===== config.mk =====
export PLATFORM = sky130hd
export DESIGN_NAME = qdw_core
export DESIGN_NICKNAME = d
export VERILOG_FILES = /design/src/core/qdw_pkg.sv /design/src/core/qdw_core.sv /design/src/core/qdw_cmd_store.sv /design/src/core/qdw_tag_picker.sv
export SDC_FILE = /design/constraint.sdc
export NUM_CORES = 2
export LEC_CHECK = 0
export BUFFER_PORTS_ARGS = -buffer_cell sky130_fd_sc_hd__buf_4
export CAP_MARGIN = 10
export CORE_AREA = 10 10 366 368
export DETAILED_ROUTE_END_ITERATION = 7
export DIE_AREA = 0 0 376 378
export PLACE_DENSITY = 0.67
export SLEW_MARGIN = 20
export SYNTH_ARGS = -nofsm -noshare
export SYNTH_HDL_FRONTEND = slang
export SYNTH_SLANG_ARGS = --single-unit

===== constraint.sdc =====
create_clock -name pclk -period 13.4 [get_ports pclk]
set_clock_uncertainty 0.05 [all_clocks]
set_input_delay 1.34 -clock pclk [delete_from_list [all_inputs] [get_ports pclk]]
set_output_delay 1.34 -clock pclk [all_outputs]
set_load 0.005 [all_outputs]

===== src/core/qdw_pkg.sv =====
// Shared constants and types for the queued DMA write command block.
package qdw_pkg;

  // ****************************************************************
  // Register byte offsets on the APB bus.
  // ****************************************************************
  localparam logic [7:0] OFF_TRANSFER_LENGTH = 8'h00;
  localparam logic [7:0] OFF_TAG_AND_REASON = 8'h04;
  localparam logic [7:0] OFF_START_ADDR_LOW = 8'h08;
  localparam logic [7:0] OFF_START_ADDR_MID = 8'h0C;
  localparam logic [7:0] OFF_START_ADDR_HIGH = 8'h10;
  localparam logic [7:0] OFF_DEVICE_SELECT_ADDR_TOP = 8'h14;
  localparam logic [7:0] OFF_COMMAND_CODE = 8'h18;
  localparam logic [7:0] OFF_ERROR_FLAGS = 8'h1C;
  localparam logic [7:0] OFF_DEVICE_STATUS = 8'h20;
  localparam logic [7:0] OFF_QUEUE_CONTROL = 8'h24;
  localparam logic [7:0] OFF_OUTSTANDING_TAGS = 8'h28;
  localparam logic [7:0] OFF_READY_TAGS = 8'h2C;

  // ****************************************************************
  // Command codes and error values.
  // ****************************************************************
  localparam logic [7:0] CODE_QUEUED_DMA_WRITE = 8'hCC;
  localparam logic [7:0] CODE_SERVICE = 8'hA2;
  localparam logic [7:0] ERR_ABORTED = 8'h04;
  localparam logic [7:0] ERR_NONE = 8'h00;

  // ****************************************************************
  // Field positions and sizes.
  // ****************************************************************
  localparam int TAG_MSB = 7;
  localparam int TAG_LSB = 3;
  localparam int SEL_LBA_BIT = 6;
  localparam int SEL_DEV_BIT = 4;
  localparam int CTRL_QUEUING = 0;
  localparam int CTRL_OVERLAP = 1;
  localparam int CTRL_RELEASE = 2;
  localparam int NUM_TAGS = 32;
  localparam logic [8:0] FULL_LENGTH = 9'h100;
  localparam int ENTRY_W = 38;

  // ****************************************************************
  // Reset values.
  // ****************************************************************
  localparam logic [7:0] RST_TASK_REG = 8'h00;
  localparam logic [2:0] RST_CTRL = 3'h0;

  // Command sequencer states.
  typedef enum logic [1:0] {
    ST_IDLE = 2'b00,
    ST_LOAD = 2'b01,
    ST_XFER = 2'b10
  } seq_state_t;

endpackage : qdw_pkg


===== src/core/qdw_core.sv =====
// Device-side interpreter of the queued DMA write command with APB registers.
//
// Added by the designer: the address map and the APB interface to the registers.
`timescale 1ns/10ps

// Function
// - Code CCh runs as queued DMA write.
// - Length from transfer_length, zero means 256.
// - Tag from bits 7:3, any 0..31.
// - Select bit 6 chooses LBA or CHS.
// - Address assembled from four registers.
// - Transfer now or after SERVICE.
// - Data start: tag, REL zero, I/O zero.
// - Data start: C/D zero.
// - Data start status; SERV if other ready.
// - Tag not applicable without queuing or overlap; completion and error still show it with queuing on alone.
// - Release only before any data moved.
// - Release reports tag, or zeros.
// - Release sets REL, clears I/O, C/D.
// - Release: BSY zero, DRDY one, rest zero.
// - SERV follows readiness after a release.
// - Ready for service raises SERV only.
// - SERVICE presents matching output content.
// - Good completion shows error flags zero.
// - DEV bit always shows selected device.
// - Completion: REL 0, I/O, C/D 1.
// - No release once data has started.
// - Unrecoverable error aborts whole queue.
module qdw_core
  import qdw_pkg::*;
(
  // Clock and reset.
  input wire logic pclk,
  input wire logic presetn,
  // APB slave.
  input wire logic [7:0] paddr,
  input wire logic psel,
  input wire logic penable,
  input wire logic pwrite,
  input wire logic [31:0] pwdata,
  output logic [31:0] prdata,
  output logic pready,
  output logic pslverr,
  // Back end readiness and data phase events.
  input wire logic tag_ready,
  input wire logic [4:0] tag_ready_id,
  input wire logic sector_done,
  input wire logic xfer_error,
  input wire logic [7:0] xfer_error_code,
  // Current data phase towards the back end.
  output logic xfer_active,
  output logic [4:0] xfer_tag,
  output logic [27:0] xfer_addr,
  output logic xfer_lba_mode,
  output logic [8:0] xfer_remaining
);

  // ****************************************************************
  // State.
  // ****************************************************************
  typedef struct packed {
    seq_state_t state;
    logic [7:0] feat;
    logic [7:0] sc;
    logic [7:0] sn;
    logic [7:0] cl;
    logic [7:0] ch;
    logic [7:0] dh;
    logic [7:0] err;
    logic bsy;
    logic drq;
    logic errb;
    logic [NUM_TAGS-1:0] ready;
    logic [NUM_TAGS-1:0] outst;
    logic [4:0] tag;
    logic [8:0] remain;
    logic [27:0] addr;
    logic lba;
    logic [2:0] ctrl;
    logic ack;
    logic slverr;
    logic [31:0] rdata;
  } regs_t;

  regs_t r;
  regs_t next_r;

  // Decodes an offset into a one-hot register select; bit 12 is a miss.
  function automatic logic [12:0] decode(input logic [7:0] a);
    logic [12:0] d;
    d = 13'h0000;
    case (a)
      OFF_TRANSFER_LENGTH: d[0] = 1'b1;
      OFF_TAG_AND_REASON: d[1] = 1'b1;
      OFF_START_ADDR_LOW: d[2] = 1'b1;
      OFF_START_ADDR_MID: d[3] = 1'b1;
      OFF_START_ADDR_HIGH: d[4] = 1'b1;
      OFF_DEVICE_SELECT_ADDR_TOP: d[5] = 1'b1;
      OFF_COMMAND_CODE: d[6] = 1'b1;
      OFF_ERROR_FLAGS: d[7] = 1'b1;
      OFF_DEVICE_STATUS: d[8] = 1'b1;
      OFF_QUEUE_CONTROL: d[9] = 1'b1;
      OFF_OUTSTANDING_TAGS: d[10] = 1'b1;
      OFF_READY_TAGS: d[11] = 1'b1;
      default: d[12] = 1'b1;
    endcase
    return d;
  endfunction : decode

  // ****************************************************************
  // Helpers.
  // ****************************************************************
  // Links to the tag picker and the command store.
  logic pick_any;
  logic [4:0] pick_tag;
  logic [ENTRY_W-1:0] entry;
  logic mem_we;
  logic [ENTRY_W-1:0] mem_wdata;
  logic [4:0] mem_wtag;

  // Bus decode.
  logic [12:0] sel;
  logic [12:0] wsel;
  logic wr;

  // Views of the tag, reason and status fields.
  logic tag_valid;
  logic [4:0] rep_tag;
  logic [4:0] new_tag;
  logic [4:0] done_tag;
  logic [7:0] status;

  // Lowest ready tag wins, so the service order is fixed and repeatable.
  qdw_tag_picker u_picker (
    .ready(r.ready),
    .any(pick_any),
    .tag(pick_tag)
  );

  // Entry read data lag the tag by one cycle, which the LOAD state absorbs.
  qdw_cmd_store u_store (
    .pclk(pclk),
    .wr_en(mem_we),
    .wr_tag(mem_wtag),
    .wr_data(mem_wdata),
    .rd_tag(pick_tag),
    .rd_data(entry)
  );

  // ****************************************************************
  // Tag and status views.
  // ****************************************************************
  // The tag is only meaningful with queuing and overlap both on.
  assign tag_valid = r.ctrl[CTRL_QUEUING] & r.ctrl[CTRL_OVERLAP];
  assign rep_tag = tag_valid ? r.tag : 5'h00;
  assign new_tag = r.ctrl[CTRL_QUEUING] ? r.sc[TAG_MSB:TAG_LSB] : 5'h00;
  // Completion and error report the tag whenever queuing is on, overlap or not.
  assign done_tag = r.ctrl[CTRL_QUEUING] ? r.tag : 5'h00;

  // SERV is a live view of the ready bitmap, so raising it touches nothing else.
  assign status = {r.bsy, 1'b1, 1'b0, |r.ready, r.drq, 2'b00, r.errb};

  // Writes land only at the access edge that also carries pready.
  assign sel = decode(paddr);
  assign wsel = sel & {13{wr}};
  assign wr = psel & penable & r.ack & pwrite;

  // A new queued command is kept per tag so a later SERVICE can resume it.
  assign mem_wtag = new_tag;
  assign mem_wdata = {r.dh[SEL_LBA_BIT],
                      (r.feat == 8'h00) ? FULL_LENGTH : {1'b0, r.feat},
                      r.dh[3:0], r.ch, r.cl, r.sn};
  // Only an idle device takes a new queued command.
  assign mem_we = wsel[6] & (pwdata[7:0] == CODE_QUEUED_DMA_WRITE)
                  & ~r.bsy & (r.state == ST_IDLE);

  // ****************************************************************
  // Next state.
  // ****************************************************************
  // One combinational pass computes the whole next state.
  always_comb begin
    next_r = r;
    next_r.ack = 1'b0;
    next_r.slverr = 1'b0;

    // Setup phase: latch read data so the access phase answers at once.
    if (psel & ~penable) begin
      next_r.ack = 1'b1;
      next_r.slverr = sel[12];
      next_r.rdata = 32'h0000_0000;
      // Write-only registers and the command code read back as zero.
      case (1'b1)
        sel[1]: next_r.rdata[7:0] = r.sc;
        sel[2]: next_r.rdata[7:0] = r.sn;
        sel[3]: next_r.rdata[7:0] = r.cl;
        sel[4]: next_r.rdata[7:0] = r.ch;
        sel[5]: next_r.rdata[7:0] = r.dh;
        sel[7]: next_r.rdata[7:0] = r.err;
        sel[8]: next_r.rdata[7:0] = status;
        sel[9]: next_r.rdata[2:0] = r.ctrl;
        sel[10]: next_r.rdata = r.outst;
        sel[11]: next_r.rdata = r.ready;
        default: next_r.rdata = 32'h0000_0000;
      endcase
    end

    // Task file writes are ignored while the device owns the registers.
    if (~r.bsy & (r.state == ST_IDLE)) begin
      if (wsel[0]) next_r.feat = pwdata[7:0];
      if (wsel[1]) next_r.sc = pwdata[7:0];
      if (wsel[2]) next_r.sn = pwdata[7:0];
      if (wsel[3]) next_r.cl = pwdata[7:0];
      if (wsel[4]) next_r.ch = pwdata[7:0];
      if (wsel[5]) next_r.dh = pwdata[7:0];
      if (wsel[9]) next_r.ctrl = pwdata[2:0];
    end

    case (r.state)
      ST_IDLE: begin
        if (mem_we) begin
          // Accept a queued write; release now or move data at once.
          next_r.tag = new_tag;
          next_r.outst[new_tag] = 1'b1;
          next_r.err = ERR_NONE;
          next_r.errb = 1'b0;
          next_r.drq = 1'b0;
          next_r.bsy = 1'b0;
          if (r.ctrl[CTRL_RELEASE] & tag_valid) begin
            // Released: no data moves until the host sends SERVICE.
            next_r.sc = {tag_valid ? new_tag : 5'h00, 3'b100};
          end else begin
            // Data start content stands from the first cycle of the phase.
            next_r.drq = 1'b1;
            next_r.sc = {tag_valid ? new_tag : 5'h00, 3'b000};
            next_r.state = ST_XFER;
            next_r.remain = mem_wdata[36:28];
            next_r.addr = mem_wdata[27:0];
            next_r.lba = r.dh[SEL_LBA_BIT];
          end
        end else if (wsel[6] & ~r.bsy) begin
          if ((pwdata[7:0] == CODE_SERVICE) & pick_any) begin
            // Resume the lowest ready tag; its entry arrives next cycle.
            next_r.tag = pick_tag;
            next_r.ready[pick_tag] = 1'b0;
            next_r.bsy = 1'b1;
            next_r.state = ST_LOAD;
          end else begin
            // Unknown code, or SERVICE with nothing to serve.
            next_r.err = ERR_ABORTED;
            next_r.errb = 1'b1;
            next_r.drq = 1'b0;
          end
        end
      end
      ST_LOAD: begin
        // Resumed command: data start content goes up with the stored entry.
        next_r.drq = 1'b1;
        next_r.sc = {rep_tag, 3'b000};
        next_r.lba = entry[37];
        next_r.remain = entry[36:28];
        next_r.addr = entry[27:0];
        next_r.bsy = 1'b0;
        next_r.err = ERR_NONE;
        next_r.errb = 1'b0;
        next_r.state = ST_XFER;
      end
      ST_XFER: begin
        // Data phase owns the bus until the last sector or an error.
        next_r.sc = {rep_tag, 3'b000};
        next_r.bsy = 1'b0;
        next_r.drq = 1'b1;
        next_r.errb = 1'b0;
        // An error outranks a sector event in the same cycle.
        if (xfer_error) begin
          // Report where it failed and drop every queued command.
          next_r.err = xfer_error_code;
          next_r.errb = 1'b1;
          next_r.drq = 1'b0;
          next_r.sn = r.addr[7:0];
          next_r.cl = r.addr[15:8];
          next_r.ch = r.addr[23:16];
          next_r.dh[3:0] = r.addr[27:24];
          next_r.sc = {done_tag, 3'b011};
          next_r.outst = {NUM_TAGS{1'b0}};
          next_r.ready = {NUM_TAGS{1'b0}};
          next_r.state = ST_IDLE;
        end else if (sector_done) begin
          // Count and, in LBA mode only, address step once per sector.
          next_r.remain = r.remain - 9'h001;
          if (r.lba) next_r.addr = r.addr + 28'h000_0001;
          if (r.remain == 9'h001) begin
            next_r.err = ERR_NONE;
            next_r.drq = 1'b0;
            // Completion shows the tag even with overlap off.
            next_r.sc = {done_tag, 3'b011};
            next_r.outst[r.tag] = 1'b0;
            next_r.state = ST_IDLE;
          end
        end
      end
      // An unused state code falls back to idle.
      default: next_r.state = ST_IDLE;
    endcase

    // Readiness is applied last so a set beats a clear in the same cycle, unless that cycle drops the tag from outstanding.
    if (tag_ready & next_r.outst[tag_ready_id]) begin
      next_r.ready[tag_ready_id] = 1'b1;
    end
  end

  // ****************************************************************
  // Registers.
  // ****************************************************************
  // The whole state is one register; named reset fields keep the intent visible.
  always_ff @(posedge pclk or negedge presetn) begin
    if (!presetn) begin
      r <= '0;
      r.state <= ST_IDLE;
      r.feat <= RST_TASK_REG;
      r.sc <= RST_TASK_REG;
      r.ctrl <= RST_CTRL;
    end else begin
      r <= next_r;
    end
  end

  // ****************************************************************
  // Outputs.
  // ****************************************************************
  // APB answer: ready in the first access cycle, no wait states.
  assign pready = psel & penable & r.ack;
  assign pslverr = pready & r.slverr;
  assign prdata = r.rdata;

  // Data phase view for the back end, all straight from registers.
  assign xfer_active = (r.state == ST_XFER);
  assign xfer_tag = r.tag;
  assign xfer_addr = r.addr;
  assign xfer_lba_mode = r.lba;
  assign xfer_remaining = r.remain;

endmodule : qdw_core


===== src/core/qdw_cmd_store.sv =====
// Per-tag store of start address, length and addressing mode.
`timescale 1ns/10ps
module qdw_cmd_store
  import qdw_pkg::*;
(
  // Clock.
  input wire logic pclk,
  // Write port.
  input wire logic wr_en,
  input wire logic [4:0] wr_tag,
  input wire logic [ENTRY_W-1:0] wr_data,
  // Read port, data one cycle later from a register.
  input wire logic [4:0] rd_tag,
  output logic [ENTRY_W-1:0] rd_data
);

  logic [ENTRY_W-1:0] mem [NUM_TAGS];

  // Entries need no reset: an entry is only read after its tag was written.
  always_ff @(posedge pclk) begin
    if (wr_en) begin
      mem[wr_tag] <= wr_data;
    end
    rd_data <= mem[rd_tag];
  end

endmodule : qdw_cmd_store


===== src/core/qdw_tag_picker.sv =====
// Picks the lowest numbered tag that is ready for service.
`timescale 1ns/10ps
module qdw_tag_picker
  import qdw_pkg::*;
(
  // Ready bitmap.
  input wire logic [NUM_TAGS-1:0] ready,
  // Chosen tag.
  output logic any,
  output logic [4:0] tag
);

  logic [4:0] pick [NUM_TAGS+1];

  // A chain from the top down leaves the lowest set bit as the winner.
  assign pick[NUM_TAGS] = 5'h00;
  genvar i;
  generate
    for (i = 0; i < NUM_TAGS; i++) begin : g_chain
      assign pick[i] = ready[i] ? 5'(i) : pick[i+1];
    end
  endgenerate

  assign tag = pick[0];
  assign any = |ready;

endmodule : qdw_tag_picker


==> results.sh <==
export IMPL_num_fill_cells=10500
export IMPL_synthTopCellsByArea="edfxtp_1, dfrtp_1, nand2_1"
export IMPL_hold_viol=0
export IMPL_clockPowerShare_pct=36.4
export IMPL_postCtsSetupBuffers=0
export IMPL_grt_max_degree=126
export IMPL_synth_compound_area_share_pct=10.2
export IMPL_synth_edf_count=1216
export IMPL_fin_crit_sh_pct=42.0
export IMPL_dieArea_sq_mm=0.142
export IMPL_yosysSeqAreaShare_pct=70.5
export IMPL_core_sq_mm=0.127
export IMPL_die_h_microns=378
export IMPL_synth_top_family_by_area="simple AND/OR/NAND/NOR gates"
export IMPL_yosysTopAreaCell="edfxtp_1"
export IMPL_rows=131
export IMPL_pwr_share_comb_pct=16.9
export IMPL_root_buffer="clkbuf_16"
export IMPL_syn_avg_cell_area_sq_um=12.7
export IMPL_setup_tns_ps=0
export IMPL_synthXorXnorAreaFrac_pct=0.291
export IMPL_synth_most_common_cell="edfxtp_1"
export IMPL_grt_pass1_wl_microns=284000
export IMPL_viasPerCell=6.49
export IMPL_power_density_mw_per_mm2=163
export IMPL_setup_slack_ps=7770
export IMPL_async_reset_ff_share_pct=14.1
export IMPL_muxShareOfSynthArea_pct=3.71
export IMPL_whs_path_depth=2
export IMPL_syn_nets=4810
export IMPL_numPortBuffers=114
export IMPL_track_usage_pct=27.6
export IMPL_startpoint_type="register"
export IMPL_sw_frac_of_total_pct=30.6
export IMPL_wl_per_cell_microns=30.9
export IMPL_synthCells=4742
export IMPL_htree_levels=4
export IMPL_synth_fa_ha_area_share_pct=0.146
export IMPL_num_nets_final=4809
export IMPL_clockBufferDepth=3
export IMPL_r2r_cells=10
export IMPL_cp_max_fo=121
export IMPL_insertion_delay_ps=790
export IMPL_grt_pass1_vias=39100
export IMPL_syn_area_sq_mm=0.0602
export IMPL_ctsResizeCount=0
export IMPL_yosys_warnings=0
export IMPL_start_util_pct=47.5
export IMPL_gp_congestion=0.993
export IMPL_vias=42400
export IMPL_rsz0062_at_grt="no"
export IMPL_worstPathArrival_ps=6300
export IMPL_drt_total_wl_microns=201000
export IMPL_syn_to_final_growth_pct=11.8
export IMPL_crit_slowest_cell="nand2_1"
export IMPL_dr_pass1_iters=6
export IMPL_drive_gt1_share_pct=11.6
export IMPL_p_sw_uw=3350
export IMPL_cts_buffers=144
export IMPL_holdCritPathClass="register to register"
export IMPL_run_status="finished, final reports clean"
export IMPL_post_route_min_period_ps=5630
export IMPL_setup_violations=0
export IMPL_path_clk_slew_ps=70
export IMPL_drtIter0Drc=6701
export IMPL_ys_top_cells_by_count="edfxtp_1, nand2_1, a21oi_1"
export IMPL_yosys_cell_types_count=90
export IMPL_yosys_area_share_simple_pct=12.2
export IMPL_worst_slew_pin_slew_ps=1230
export IMPL_dpl_hpwl_microns=111000
export IMPL_worstPathCellList="nor2_1 > o311ai_0 > or4b_2 > o2bb2ai_4 > buf_12 > buf_4 > nand2_1 > o22ai_1 > nor4_1 > nand4_1"
export IMPL_slew_headroom_pct=18.2
export IMPL_worst_setup_path_end_kind="register"
export IMPL_dp_slack_ps=7800
export IMPL_cpPeakStageDelay_ps=830
export IMPL_drc=0
export IMPL_cts_sink_count=1459
export IMPL_die_x_microns=376
export IMPL_grt_overflow_total=0
export IMPL_fmax_mhz=178
export IMPL_antenna_found_initial=2
export IMPL_cp_required_ps=14070
export IMPL_drtAntennaViolNets=0
export IMPL_cellLeakagePower_uw=0.0249
export IMPL_drv_slew=0
export IMPL_ys_flop_type="edfxtp_1"
export IMPL_seqPwrFrac_pct=46.7
export IMPL_max_cap_violations=0
export IMPL_crit_type="register to register"
export IMPL_cts_tree="done"
export IMPL_yosysTopAreaCellShare_pct=60.7
export IMPL_pin_count=139
export IMPL_irDropWorstVdd_v=0.000168
export IMPL_ys_seq_elements=1459
export IMPL_postCtsHoldBufs=0
export IMPL_internal_power_uw=7590
## per-layer routing
layer / track usage (%) / vias up / share of wire [%]
met1: 38.2 / 21200 / 38
met5: 0 / - / 0.0060
met3: 6.95 / 513 / 13
met4: 14.4 / 2 / 5.5
li1: - / 17700 / -
met2: 40.2 / 2994 / 43
## critical path, delay by kind of cell (launching register included)
family	cells	cell delay, ps
AND/OR/NAND/NOR	5	2120
AO/OA/AOI/OAI	3	1460
buffers and inverters	2	1280
flip-flops	1	500
## path summary, 6_finish.rpt
check	endpoint	startpoint	slack (ps)
worst max-delay path	u_store.rd_data[29]	r[118]	7770
min in group asynchronous	prdata[31]	presetn	550
worst min register to register	prdata[19]	prdata[19]	430
worst min-delay path	prdata[19]	prdata[19]	430
worst max register to register	u_store.rd_data[29]	r[118]	7770
max in group asynchronous	mem_wdata[12]	presetn	11350
## layout make-up
cell class                      count  area [sq um]  area share, %
Tap cell                         1662          2080           3.09
Antenna cell                        3          7.51         0.0112
Timing Repair Buffer              218          1690           2.51
Clock inverter                     55           594          0.884
Multi-Input combinational cell   2882         16300           24.3
Clock buffer                      212          4010           5.96
Sequential cell                  1459         42400           63.1
Inverter                           36           135          0.201
## cell usage in the layout, fill, tap and decap left out, types with 34 or more instances in the layout
master     netlist  final
a221oi_1        47     47
clkbuf_16        0    144
nand4_1         44     44
o22ai_1         62     62
o21ai_0        220    220
a21oi_1        305    304
nor4_1          53     49
nor2_1         106     85
a311oi_1        36     36
nand3_1        215    214
nor3_1          53     42
edfxtp_1      1216   1216
o211ai_1        37     37
clkbuf_1       256     53
dfrtp_1        205    190
mux2i_1        185    185
a22oi_1         47     47
nand2_1       1042   1037
buf_4           74    213
a31oi_1         84     83
mux2_2          34     34
dfxtp_1         38     38
## cell families (layout without fill, tap and decap cells)
| group | after synthesis | in the layout |
|---|---|---|
| and+or+nand+nor | 1654 | 1654 |
| DFF | 1459 | 1459 |
| AOI/OAI and AO/OA | 982 | 982 |
| buffers and inverters | 401 | 521 |
| muxes | 219 | 219 |
| xor gates and xnor gates | 20 | 20 |
| adders and majority gates | 7 | 7 |
| other | 0 | 3 |
## metrics by stage
stage	util, %	power (uW)	instances	cell area (sq um)	hold slack, ps
6_report	53.1	10900	6527	67300	426
5_1_grt	53.1	11200	6524	67200	457
4_1_cts	53.0	10900	6523	67200	435
3_5_place_dp	49.4	6980	6256	62600	421
3_3_place_gp	49.4	6970	6256	62600	413
2_1_floorplan	-	6220	4742	60200	401
## power groups by stage
stage          combinational (uW)  clock (uW)  sequential (uW)
6_report                     1850        3980             5110
3_5_place_dp                 1790           0             5190
5_1_grt                      1930        4190             5110
4_1_cts                      1800        4010             5100
3_3_place_gp                 1780           0             5190
2_1_floorplan                1150           0             5070
## flip-flops by register name, summed over array words and instances, names as in the netlist, 5 cells and up
name / flops
r: 101
xfer_tag: 5
xfer_addr: 28
mem_wdata: 29
xfer_remaining: 9
u_store.mem: 1216
prdata: 32
u_store.rd_data: 38
Power figures use the tool's default switching activity.
